$ cat src/pkg/tecb_pkg.sv
// constants, types and register map of the timer/event counter with buzzer
// Contract
// - mode field picks none, event, timer, pulse
// - clock source bit picks sysclk/4 or aux
// - count enable bit runs or holds counter
// - prescaler divides by one up to 128
// - timer mode counts prescaled clock falling edges
// - timer overflow requests interrupt and reloads
// - event mode clocks from pin, no prescaler
// - edge select picks rising or falling events
// - event counting and wake-up while powered down
// - pulse mode enable only arms the counter
// - edge low: falling starts, rising stops
// - edge high: rising starts, falling stops
// - after measurement hold value, ignore pin
// - timer and event modes never self-clear enable
// - pulse mode overflow requests, reloads, continues
// - buzzer toggles on selected timer overflow
// - inverted buzzer pin is inverse of first
// - port data bit 1 gates both buzzer pins
// - port data bit 2 ignored on inverted pin
// - direction bit high makes pin an input
// - only first buzzer selected, second is port
// - count from loaded value to all ones
// - overflow sets own request flag
// - low byte buffered, high write loads both
package tecb_pkg;

    // register offsets on the plain register port
    localparam logic [2:0] ADDR_CTRL = 3'h0;
    localparam logic [2:0] ADDR_CNT_LO = 3'h1;
    localparam logic [2:0] ADDR_CNT_HI = 3'h2;
    localparam logic [2:0] ADDR_MISC = 3'h3;
    localparam logic [2:0] ADDR_PFS = 3'h4;
    localparam logic [2:0] ADDR_DIR = 3'h5;
    localparam logic [2:0] ADDR_DATA = 3'h6;
    localparam logic [2:0] ADDR_STAT = 3'h7;

    // values after reset
    localparam logic [7:0] CTRL_RESET = 8'h08;
    localparam logic [1:0] DIR_RESET = 2'h3;
    localparam logic [1:0] DATA_RESET = 2'h0;
    localparam logic [1:0] PFS_RESET = 2'h0;

    // field positions
    localparam int STAT_FLAG_BIT = 0;
    localparam int MISC_BZSRC_BIT = 0;
    localparam int PFS_BZ_BIT = 0;
    localparam int PFS_BZINV_BIT = 1;

    // system clock divider for the internal timer source
    localparam int CLK_HZ = 20_000_000;
    localparam int SYS_DIV = 4;
    localparam logic [1:0] SYS_DIV_LAST = 2'(SYS_DIV - 1);

    typedef enum logic [1:0]
    {
        MODE_NONE = 2'h0,
        MODE_EVENT = 2'h1,
        MODE_TIMER = 2'h2,
        MODE_PULSE = 2'h3
    } tecb_mode_e;

    typedef struct packed
    {
        tecb_mode_e mode_select_field;
        logic clock_source_select;
        logic count_enable;
        logic active_edge_select;
        logic [2:0] prescale_select_field;
    } tecb_ctrl_s;

    // pulse width measurement states, gray along idle-armed-count
    typedef enum logic [1:0]
    {
        PW_IDLE = 2'b00,
        PW_ARMED = 2'b01,
        PW_COUNT = 2'b11
    } tecb_pw_e;

endpackage

$ cat src/rtl/tecb_sync.sv
// two-flop synchroniser with edge detection for asynchronous pins
`timescale 1ns/100ps
module tecb_sync #(
    parameter int W = 1
)(
    // clock and reset
    input wire logic clk,
    input wire logic sys_rst,
    // asynchronous inputs
    input wire logic [W-1:0] async_in,
    // synchronised level and edge pulses
    output logic [W-1:0] level,
    output logic [W-1:0] rise,
    output logic [W-1:0] fall
);

    logic [W-1:0] meta;
    logic [W-1:0] prev;

    // meta feeds only level; edges compare level against its delayed copy
    always_ff @(posedge clk or posedge sys_rst)
    begin
        if (sys_rst)
        begin
            meta <= '0;
            level <= '0;
            prev <= '0;
        end
        else
        begin
            meta <= async_in;
            level <= meta;
            prev <= level;
        end
    end

    assign rise = level & ~prev;
    assign fall = ~level & prev;

endmodule

$ cat src/rtl/tecb_prescaler.sv
// power-of-two prescaler driven by a one-cycle tick
`timescale 1ns/100ps
module tecb_prescaler #(
    parameter int STAGES = 7
)(
    // clock and reset
    input wire logic clk,
    input wire logic sys_rst,
    // source tick and control
    input wire logic tick_in,
    input wire logic clear,
    input wire logic [2:0] sel,
    // divided tick
    output logic tick_out
);

    logic [STAGES-1:0] count;
    logic [STAGES-1:0] mask;

    // the divided clock falls when the low sel bits all roll over
    assign mask = STAGES'((8'h01 << sel) - 8'h01);
    assign tick_out = tick_in && ((count & mask) == mask);

    always_ff @(posedge clk or posedge sys_rst)
    begin
        if (sys_rst)
            count <= '0;
        else if (clear)
            count <= '0;
        else if (tick_in)
            count <= count + STAGES'(1);
    end

endmodule

$ cat src/rtl/tecb_top.sv
// timer/event counter with pulse width mode and buzzer pin pair
`timescale 1ns/100ps
module tecb_top #(
    parameter int CNT_W = 16
)(
    // clock and reset
    input wire logic clk,
    input wire logic sys_rst,
    // register port
    input wire logic [2:0] reg_addr,
    input wire logic [7:0] reg_wdata,
    input wire logic reg_wr,
    input wire logic reg_rd,
    output logic [7:0] reg_rdata,
    // timer pins and clock sources
    input wire logic timer_input_pin,
    input wire logic aux_timer_clock,
    // system state and sibling timers
    input wire logic power_down,
    input wire logic timer0_overflow,
    input wire logic timer1_overflow,
    // events
    output logic overflow_pulse,
    output logic overflow_request_flag,
    output logic wake_up,
    // buzzer pin pair, shared with port pins
    input wire logic pa1_in,
    output logic pa1_out,
    output logic pa1_oe,
    input wire logic pa2_in,
    output logic pa2_out,
    output logic pa2_oe
);

    // registers
    tecb_pkg::tecb_ctrl_s timer2_control;
    logic [CNT_W-1:0] count;
    logic [CNT_W-1:0] preload;
    logic [7:0] low_buffer;
    logic buzzer_source_select;
    logic buzzer_pin_select;
    logic inverted_buzzer_pin_select;
    logic port_dir_bit1;
    logic port_dir_bit2;
    logic port_data_bit1;
    logic port_data_bit2;
    logic buzzer_out;
    logic [1:0] sys_div;
    tecb_pkg::tecb_pw_e pw_state;
    tecb_pkg::tecb_pw_e next_pw_state;

    // synchronised pins
    logic [3:0] pin_level;
    logic [3:0] pin_rise;
    logic [3:0] pin_fall;

    tecb_sync #(
        .W(4)
    ) u_sync (
        .clk(clk),
        .sys_rst(sys_rst),
        .async_in({pa2_in, pa1_in, aux_timer_clock, timer_input_pin}),
        .level(pin_level),
        .rise(pin_rise),
        .fall(pin_fall)
    );

    // register decode
    wire wr_ctrl = reg_wr && (reg_addr == tecb_pkg::ADDR_CTRL);
    wire wr_lo = reg_wr && (reg_addr == tecb_pkg::ADDR_CNT_LO);
    wire wr_hi = reg_wr && (reg_addr == tecb_pkg::ADDR_CNT_HI);
    wire wr_misc = reg_wr && (reg_addr == tecb_pkg::ADDR_MISC);
    wire wr_pfs = reg_wr && (reg_addr == tecb_pkg::ADDR_PFS);
    wire wr_dir = reg_wr && (reg_addr == tecb_pkg::ADDR_DIR);
    wire wr_data = reg_wr && (reg_addr == tecb_pkg::ADDR_DATA);
    wire wr_stat = reg_wr && (reg_addr == tecb_pkg::ADDR_STAT);
    wire rd_hi = reg_rd && (reg_addr == tecb_pkg::ADDR_CNT_HI);

    // control fields
    wire count_enable = timer2_control.count_enable;
    wire active_edge_select = timer2_control.active_edge_select;
    wire is_event =
        timer2_control.mode_select_field == tecb_pkg::MODE_EVENT;
    wire is_timer =
        timer2_control.mode_select_field == tecb_pkg::MODE_TIMER;
    wire is_pulse =
        timer2_control.mode_select_field == tecb_pkg::MODE_PULSE;

    // internal clock source: system clock over four or the aux clock
    // the divider runs free, so a first tick may come up to four clocks late
    // aux is counted on synchronised falls, so keep it well below clk/2
    wire sys_tick = (sys_div == tecb_pkg::SYS_DIV_LAST);
    wire aux_tick = pin_fall[1];
    wire src_tick = timer2_control.clock_source_select ?
        aux_tick : sys_tick;
    wire pre_tick;

    // prescaler restarts while the counter is off, so a new run is aligned
    tecb_prescaler #(
        .STAGES(7)
    ) u_presc (
        .clk(clk),
        .sys_rst(sys_rst),
        .tick_in(src_tick),
        .clear(!count_enable),
        .sel(timer2_control.prescale_select_field),
        .tick_out(pre_tick)
    );

    // pin edges for event and pulse modes
    // a pin edge is seen two clocks late; each level needs two clocks
    wire pin_r = pin_rise[0];
    wire pin_f = pin_fall[0];
    wire event_edge = active_edge_select ? pin_f : pin_r;
    wire pw_start = active_edge_select ? pin_r : pin_f;
    wire pw_stop = active_edge_select ? pin_f : pin_r;
    wire pw_counting = (pw_state == tecb_pkg::PW_COUNT);
    wire pw_done = pw_counting && pw_stop;

    // count tick per mode; the event pin bypasses the prescaler
    wire tick_event = is_event && count_enable && event_edge;
    wire tick_timer = is_timer && count_enable && pre_tick;
    wire tick_pulse = pw_counting && pre_tick && !pw_stop;
    wire count_tick = tick_event || tick_timer || tick_pulse;

    // overflow at all ones, in every counting mode
    // the counter reloads on overflow, it never wraps through zero
    wire count_full = (count == {CNT_W{1'b1}});
    wire overflow = count_tick && count_full;

    // pulse width measurement sequencing
    always_comb
    begin
        next_pw_state = pw_state;
        case (pw_state)
            tecb_pkg::PW_IDLE:
            begin
                if (is_pulse && count_enable)
                    next_pw_state = tecb_pkg::PW_ARMED;
            end
            tecb_pkg::PW_ARMED:
            begin
                if (!is_pulse || !count_enable)
                    next_pw_state = tecb_pkg::PW_IDLE;
                else if (pw_start)
                    next_pw_state = tecb_pkg::PW_COUNT;
            end
            tecb_pkg::PW_COUNT:
            begin
                if (pw_stop || !is_pulse || !count_enable)
                    next_pw_state = tecb_pkg::PW_IDLE;
            end
            default:
                next_pw_state = tecb_pkg::PW_IDLE;
        endcase
    end

    always_ff @(posedge clk or posedge sys_rst)
    begin
        if (sys_rst)
            pw_state <= tecb_pkg::PW_IDLE;
        else
            pw_state <= next_pw_state;
    end

    // control register; only pulse mode clears the enable by itself
    always_ff @(posedge clk or posedge sys_rst)
    begin
        if (sys_rst)
            timer2_control <= tecb_pkg::CTRL_RESET;
        else if (wr_ctrl)
            timer2_control <= reg_wdata;
        else if (pw_done && is_pulse)
            timer2_control.count_enable <= 1'b0;
    end

    // system clock divider
    always_ff @(posedge clk or posedge sys_rst)
    begin
        if (sys_rst)
            sys_div <= 2'h0;
        else
            sys_div <= sys_div + 2'h1;
    end

    // counter, preload and low-byte buffer
    wire [CNT_W-1:0] hi_load = CNT_W'({reg_wdata, low_buffer});
    wire [CNT_W-1:0] count_inc = count + CNT_W'(1);

    always_ff @(posedge clk or posedge sys_rst)
    begin
        if (sys_rst)
            preload <= '0;
        else if (wr_hi)
            preload <= hi_load;
    end

    // a high-byte write also restarts the counter from the new value
    always_ff @(posedge clk or posedge sys_rst)
    begin
        if (sys_rst)
            count <= '0;
        else if (wr_hi)
            count <= hi_load;
        else if (overflow)
            count <= preload;
        else if (count_tick)
            count <= count_inc;
    end

    // reading the high byte snapshots the low byte for a coherent pair
    always_ff @(posedge clk or posedge sys_rst)
    begin
        if (sys_rst)
            low_buffer <= 8'h00;
        else if (wr_lo)
            low_buffer <= reg_wdata;
        else if (rd_hi)
            low_buffer <= count[7:0];
    end

    // request flag: set beats a same-cycle write-one clear
    wire flag_clear = wr_stat && reg_wdata[tecb_pkg::STAT_FLAG_BIT];
    wire next_flag = overflow || (overflow_request_flag && !flag_clear);

    always_ff @(posedge clk or posedge sys_rst)
    begin
        if (sys_rst)
        begin
            overflow_request_flag <= 1'b0;
            overflow_pulse <= 1'b0;
            wake_up <= 1'b0;
        end
        else
        begin
            overflow_request_flag <= next_flag;
            overflow_pulse <= overflow;
            wake_up <= overflow && power_down;
        end
    end

    // buzzer and port registers
    always_ff @(posedge clk or posedge sys_rst)
    begin
        if (sys_rst)
        begin
            buzzer_source_select <= 1'b0;
            {inverted_buzzer_pin_select, buzzer_pin_select} <=
                tecb_pkg::PFS_RESET;
            {port_dir_bit2, port_dir_bit1} <= tecb_pkg::DIR_RESET;
            {port_data_bit2, port_data_bit1} <= tecb_pkg::DATA_RESET;
        end
        else
        begin
            if (wr_misc)
                buzzer_source_select <= reg_wdata[tecb_pkg::MISC_BZSRC_BIT];
            if (wr_pfs)
                {inverted_buzzer_pin_select, buzzer_pin_select} <=
                    reg_wdata[1:0];
            if (wr_dir)
                {port_dir_bit2, port_dir_bit1} <= reg_wdata[1:0];
            if (wr_data)
                {port_data_bit2, port_data_bit1} <= reg_wdata[1:0];
        end
    end

    // buzzer: half the overflow rate of the selected sibling timer
    // sibling overflows are one-clock pulses, so each toggles once
    wire bz_src = buzzer_source_select ?
        timer1_overflow : timer0_overflow;

    always_ff @(posedge clk or posedge sys_rst)
    begin
        if (sys_rst)
            buzzer_out <= 1'b0;
        else if (bz_src)
            buzzer_out <= !buzzer_out;
    end

    // pin muxing; the complementary pin needs both functions selected
    wire buzzer_out_inverted = !buzzer_out;
    wire pa2_is_bz = inverted_buzzer_pin_select && buzzer_pin_select;
    wire bz_on = buzzer_out && port_data_bit1;
    wire bzi_on = buzzer_out_inverted && port_data_bit1;
    wire next_pa1_out = buzzer_pin_select ? bz_on : port_data_bit1;
    wire next_pa2_out = pa2_is_bz ? bzi_on : port_data_bit2;
    wire next_pa1_oe = !port_dir_bit1;
    wire next_pa2_oe = !port_dir_bit2;

    always_ff @(posedge clk or posedge sys_rst)
    begin
        if (sys_rst)
        begin
            pa1_out <= 1'b0;
            pa2_out <= 1'b0;
            pa1_oe <= 1'b0;
            pa2_oe <= 1'b0;
        end
        else
        begin
            pa1_out <= next_pa1_out;
            pa2_out <= next_pa2_out;
            pa1_oe <= next_pa1_oe;
            pa2_oe <= next_pa2_oe;
        end
    end

    // read mux; data stands only in the cycle after the read strobe
    // status pin levels are the synchronised copies, two clocks behind
    wire [7:0] stat_value = {4'h0, pw_counting, pin_level[3], pin_level[2],
        overflow_request_flag};
    logic [7:0] rd_mux;

    always_comb
    begin
        case (reg_addr)
            tecb_pkg::ADDR_CTRL: rd_mux = timer2_control;
            tecb_pkg::ADDR_CNT_LO: rd_mux = low_buffer;
            tecb_pkg::ADDR_CNT_HI: rd_mux = count[CNT_W-1:CNT_W-8];
            tecb_pkg::ADDR_MISC: rd_mux = {7'h00, buzzer_source_select};
            tecb_pkg::ADDR_PFS:
                rd_mux = {6'h00, inverted_buzzer_pin_select,
                    buzzer_pin_select};
            tecb_pkg::ADDR_DIR: rd_mux = {6'h00, port_dir_bit2, port_dir_bit1};
            tecb_pkg::ADDR_DATA:
                rd_mux = {6'h00, port_data_bit2, port_data_bit1};
            tecb_pkg::ADDR_STAT: rd_mux = stat_value;
            default: rd_mux = 8'h00;
        endcase
    end

    always_ff @(posedge clk or posedge sys_rst)
    begin
        if (sys_rst)
            reg_rdata <= 8'h00;
        else if (reg_rd)
            reg_rdata <= rd_mux;
        else
            reg_rdata <= 8'h00;
    end

endmodule

$ cat config.mk
export PLATFORM = sky130hd
export DESIGN_NAME = tecb_top
export DESIGN_NICKNAME = d
export VERILOG_FILES = /design/src/pkg/tecb_pkg.sv /design/src/rtl/tecb_sync.sv /design/src/rtl/tecb_prescaler.sv /design/src/rtl/tecb_top.sv
export SDC_FILE = /design/constraint.sdc
export NUM_CORES = 1
export LEC_CHECK = 0
export BUFFER_PORTS_ARGS = -buffer_cell sky130_fd_sc_hd__buf_2
export CAP_MARGIN = 15
export CORE_MARGIN = 1.5
export CORE_UTILIZATION = 55
export CTS_CLUSTER_DIAMETER = 80
export DETAILED_ROUTE_END_ITERATION = 12
export GPL_ROUTABILITY_DRIVEN = 1
export GPL_TIMING_DRIVEN = 0
export PLACE_DENSITY_LB_ADDON = 0.05
export SLEW_MARGIN = 0
export SYNTH_ARGS = -nofsm -noshare
export SYNTH_HDL_FRONTEND = slang
export SYNTH_HIERARCHICAL = 1
export SYNTH_SLANG_ARGS = --single-unit
$ cat constraint.sdc
create_clock -name clk -period 4 [get_ports clk]
set_input_delay 0.8 -clock clk [delete_from_list [all_inputs] [get_ports clk]]
set_output_delay 0.8 -clock clk [all_outputs]
set_load 0.05 [all_outputs]
==> results of run 1 <==
power breakdown:
part / total [uW] / internal (uW) / switching, uW
Sequential: 1280 / 1110 / 173
Combinational: 524 / 214 / 310
Clock: 704 / 372 / 333
routing by layer:
metal  GRT usage, %  routed length, um  vias up
met3           3.74                514       22
met2           44.0               5140      118
met4           9.34                193        0
met5              0                  0        -
li1               -                  -     1684
met1           34.8               4620     1765
sequential cells by signal, summed over array words and instances, names as in the netlist, 4 cells and up:
register,count
timer2_control,6
reg_rdata,8
u_sync/meta,4
preload,16
u_sync/level,4
count,16
u_presc/count,7
low_buffer,8
stage by stage:
| step | util, % | instance area (um2) | worst slack [ns] | instances | hold WS [ns] |
|---|---|---|---|---|---|
| 2_1_floorplan | - | 4480 | 1.29 | 450 | 0.331 |
| 6_report | 64.5 | 5030 | 1.48 | 604 | 0.359 |
| 5_1_grt | 64.5 | 5030 | 1.35 | 604 | 0.362 |
| 3_3_place_gp | 61.2 | 4780 | 0.315 | 587 | 0.333 |
| 4_1_cts | 64.5 | 5030 | 1.53 | 604 | 0.356 |
| 3_5_place_dp | 61.6 | 4810 | 1.38 | 588 | 0.336 |
worst max-delay path: cells and delay by family, from the launching register on:
family          cells  cell delay (ns)
simple gates        3             0.48
mux                 2             0.44
flops               1             0.38
compound gates      4             0.78
buf+inv             2             0.32
final cells by class:
class | count | area share, %
tap | 102 | 2.53
timing repair buffer | 36 | 4.03
clock buffer | 11 | 2.81
clock inverter | 5 | 1.67
multi-input combinational | 314 | 39.2
sequential | 92 | 45.8
buffer | 26 | 2.58
inverter | 18 | 1.39
how the worst max path moves through the flow:
| stage | from | endpoint | slack, ns | cells past startpoint |
|---|---|---|---|---|
| global placement | sys_rst | preload[3] | 0.31 | 2 |
| global route | u_sync/level[1] | count[6] | 1.35 | 11 |
| CTS | u_sync/level[1] | count[6] | 1.53 | 11 |
| detailed placement | reg_addr[0] | low_buffer[7] | 1.38 | 6 |
| floorplan | sys_rst | buzzer_out | 1.29 | 1 |
| finish | u_sync/level[1] | count[6] | 1.48 | 11 |
==> reports/qor.yml, run 1 <==
status:
  status: "completed"
floorplanning:
  die_area_um2: 8690
  die_w_um: 93.2
  ios: 37
  core_area_um2: 7810
  start_util_pct: 57.3
  die_y_um: 93.2
  row_count: 32
cells_and_area:
  diodes: 0
  final_common_cell: "dfrtp_1"
  mostFrequentLayoutCells: "dfrtp_1, nand2_1, buf_2, o21ai_0, nor2_1"
  multi_input_area_um2: 1970
  nets: 522
  drive_gt1_share_pct: 20.1
  ff_latch_area_um2: 2310
  syn_to_final_growth_pct: 12.5
  fillers: 672
critical_path:
  critPathCaptureType: "flop"
  reg2reg_depth: 11
  critPathKind: "flop to flop"
  required_ns: 4.23
  startpoint_type: "flop"
  r2r_end: "count[6]"
  ff2ff_setup_slack_ns: 1.48
  path_common_cell: "mux2_2"
  crit_path_max_incr_delay_ns: 0.38
  crit_chain: "and2b_2, mux2_2, buf_2, o211ai_1, a21oi_1, nand3_1, mux2_2, and2_1, buf_6, a2111oi_2, o31ai_1"
  arrival_ns: 2.75
  r2r-start: "u_sync/level[1]"
  crit_fanout: 9
  cpMaxStageDelayCell: "dfrtp_1"
synthesis:
  synth_area_per_cell_um2: 9.95
  synthesis.area_um2: 4480
  syn-instance-count: 450
  yosysWarnings: 6
  synth_nets: 475
sta:
  fin_setup_tns_ns: 0
  worst_pin_slew_ns: 0.592
  period_share_pct: 62.9
  layout_min_cycle_time_ns: 2.52
  fmax_mhz: 397
  rsz0062_at_grt: "false"
  hold_viol: 0
  slew_viol_final: 0
  finalSetupViolCount: 0
  fin_skew_ns: 0.00987
  max_slew_margin_pct: 60.5
placement:
  place_congestion: 0.927
  dp_hpwl_um: 7570
  port_buffers: 35
clock_tree:
  cts_tree: "done"
  clk_pin_slew_worst_paths_ns: 0.08
  clockRootBuffer: "clkbuf_8"
  clkSinkCount: 92
  cts_resized: 0
  cts_setup_buffers: 0
  htree_levels: 3
  insertion_delay_ns: 0.36
  clk_path_buf_depth: 2
  numCtsBuffers: 9
  hold_buffers: 0
global_routing:
  grt_max_degree: 57
  overflow: 0
  gr-usage-all-layers_pct: 26.3
  grt_antenna_before_repair: 0
  grt_first_pass_wirelength_um: 17700
  grt_pass1_vias: 3553
pwr:
  leakage_uw: 0.00228
  power_density_nw_per_um2: 498
  ir_drop_mv: 0.253
  report.power.total_uw: 2510
drt:
  ant_nets: 0
  via_per_inst: 5.94
  drc: 0
  routedWlPerCell_um: 17.3
  wirelength_um: 10500
  via_count: 3589
  drtPass1Iterations: 4
  drt-initial-drc-count: 253
worst_hold_path:
  min_path_cells: 0
  holdCritPathClass: "flop to flop"
  min_from: "u_sync/meta[1]"
  whs_endpoint: "u_sync/level[1]"
job:
  maxCapViolations: 0
Power figures use the tool's default switching activity.
==> run 2, diff against run 1 <==
==> constraint.sdc (replaced) <==
create_clock -name clk -period 2.4 [get_ports clk]
set_input_delay 0.48 -clock clk [delete_from_list [all_inputs] [get_ports clk]]
set_output_delay 0.48 -clock clk [all_outputs]
set_load 0.05 [all_outputs]
==> run 2 against run 1 <==
Clock power rose by 68%; sequential power grew 67%; design area increased by 0.60%; register-to-register slack got worse by 1.4 ns; fmax increased by 9.5%; setup slack got worse by 1.4 ns; routed wire length decreased by 0.15%; critical endpoint is now count[0].
==> reports/qor.yml, run 2 (synthesized netlist as in run 1, its figures left out) <==
pwr:
  power_density_nw_per_um2: 827  # was 498 nW/um2
  leakage_uw: 0.00229  # was 0.00228 uW
  report.power.total_uw: 4190  # was 2510 uW
  ir_drop_mv: 0.421  # was 0.253 mV
critical_path:
  critPathCaptureType: "flop"  # unchanged
  required_ns: 2.65  # was 4.23 ns
  critPathKind: "flop to flop"  # unchanged
  arrival_ns: 2.55  # was 2.75 ns
  crit_fanout: 9  # unchanged
  startpoint_type: "flop"  # unchanged
drt:
  routedWlPerCell_um: 17.3  # about the same
  dr_wl_met3_um: 505  # was 514 um
  drt-met1-wl_um: 4630  # was 4620 um
  drc: 0  # unchanged
  wl_met2_um: 5120  # was 5140 um
  via_per_inst: 5.97  # was 5.94
  top_layer: "met4"  # unchanged
  wirelength_um: 10500  # about the same
  drt-initial-drc-count: 226  # was 253
  drtPass1Iterations: 4  # unchanged
  via_count: 3613  # was 3589
  ant_nets: 0  # unchanged
sta:
  layout_min_cycle_time_ns: 2.30  # was 2.52 ns
  max_slew_margin_pct: 59.0  # was 60.5%
  period_share_pct: 95.7  # was 62.9%
  slew_viol_final: 0  # unchanged
  rsz0062_at_grt: "true"  # was false
  fin_skew_ns: 0.00954  # was 0.00987 ns
  fin_setup_tns_ns: 0  # unchanged
  worst_pin_slew_ns: 0.615  # was 0.592 ns
  finalSetupViolCount: 0  # unchanged
  hold_viol: 0  # unchanged
  fmax_mhz: 435  # was 397 MHz
floorplanning:
  core_area_um2: 7810  # unchanged
  die_area_um2: 8690  # unchanged
  die_y_um: 93.2  # unchanged
  start_util_pct: 57.3  # unchanged
  die_w_um: 93.2  # unchanged
  ios: 37  # unchanged
  row_count: 32  # unchanged
global_routing:
  grt_pass1_vias: 3551  # was 3553
  overflow: 0  # unchanged
  grt_max_degree: 57  # unchanged
  gr-usage-all-layers_pct: 26.3  # unchanged
  grt_antenna_before_repair: 0  # unchanged
  grt_first_pass_wirelength_um: 17700  # about the same
cells_and_area:
  mostFrequentLayoutCells: "dfrtp_1, nand2_1, buf_2, o21ai_0, nor2_1"  # unchanged
  drive_gt1_share_pct: 20.5  # was 20.1%
  diodes: 0  # unchanged
  reg.largest.list: "count x16, preload x16"  # unchanged
  syn_to_final_growth_pct: 13.1  # was 12.5%
  final_common_cell: "dfrtp_1"  # unchanged
  nets: 523  # was 522
  fillers: 663  # was 672
placement:
  dp_hpwl_um: 7570  # unchanged
  port_buffers: 35  # unchanged
  place_congestion: 0.927  # unchanged
clock_tree:
  clk_path_buf_depth: 2  # unchanged
  numCtsBuffers: 9  # unchanged
  insertion_delay_ns: 0.36  # about the same
  clockRootBuffer: "clkbuf_8"  # unchanged
  cts_tree: "done"  # unchanged
  clkSinkCount: 92  # unchanged
  clk_pin_slew_worst_paths_ns: 0.09  # was 0.08 ns
  htree_levels: 3  # unchanged
status:
  status: "completed"  # unchanged
worst_hold_path:
  holdCritPathClass: "primary input to async pin"  # was flop to flop
job:
  maxCapViolations: 0  # unchanged
run 2: stage by stage:
stage	cells	instance area, um2	worst slack (ns)	hold slack (ns)	util [%]
after floorplan	450	4480	0.0150	0.283	-
after CTS	603	5030	0.0326	0.0562	64.5
after detailed placement	588	4810	-0.0389	0.336	61.6
after global routing	605	5060	-0.0331	0.0836	64.9
final	605	5060	0.102	0.0713	64.9
after global placement	587	4780	-0.965	0.333	61.2
run 2: worst paths after layout:
kind | start | endpoint | slack (ns) | cells past startpoint
setup / recovery | count[0] | count[0] | 0.10 | 8
hold / removal | sys_rst | u_presc/count[5] | 0.07 | 2
setup reg to reg | count[0] | count[0] | 0.10 | 8
hold reg to reg | u_sync/meta[1] | u_sync/level[1] | 0.35 | 0
max in group asynchronous | sys_rst | low_buffer[5] | 1.76 | 3
min in group clk | pa1_in | u_sync/meta[2] | 0.22 | 1
run 2: cell type report:
class	count	area [um2]	area share (%)
Sequential cell	92	2310	45.5
Tap cell	102	128	2.52
Buffer	25	125	2.47
Timing Repair Buffer	38	218	4.30
Inverter	18	70.1	1.38
Multi-Input combinational cell	314	1990	39.4
Clock buffer	11	141	2.79
Clock inverter	5	83.8	1.66
run 2: metal layers:
metal / track usage, % / vias up
li1: - / 1683
met2: 43.8 / 121
met3: 3.82 / 19
met1: 34.7 / 1790
met5: 0 / -
met4: 9.85 / 0
run 2: repair_timing:
action | CTS | global route
pin swaps | 0 | 1
setup buffers | 0 | 2
hold buffers | 0 | 0
endpoints found under the setup margin | 2 | 10
resized for setup | 1 | 2
run 2: critical path, cell delays in order (launching register included):
cell,delay (ns)
dfrtp_1,0.46
ha_1,0.27
nand3_1,0.38
nor4_4,0.38
buf_4,0.20
buf_4,0.13
nor2_1,0.03
a211oi_1,0.22
o21ai_1,0.10
run 2: power by group:
group	switching [uW]	total, uW	internal [uW]
clock network	557	1180	620
registers	288	2140	1850
logic	519	875	357
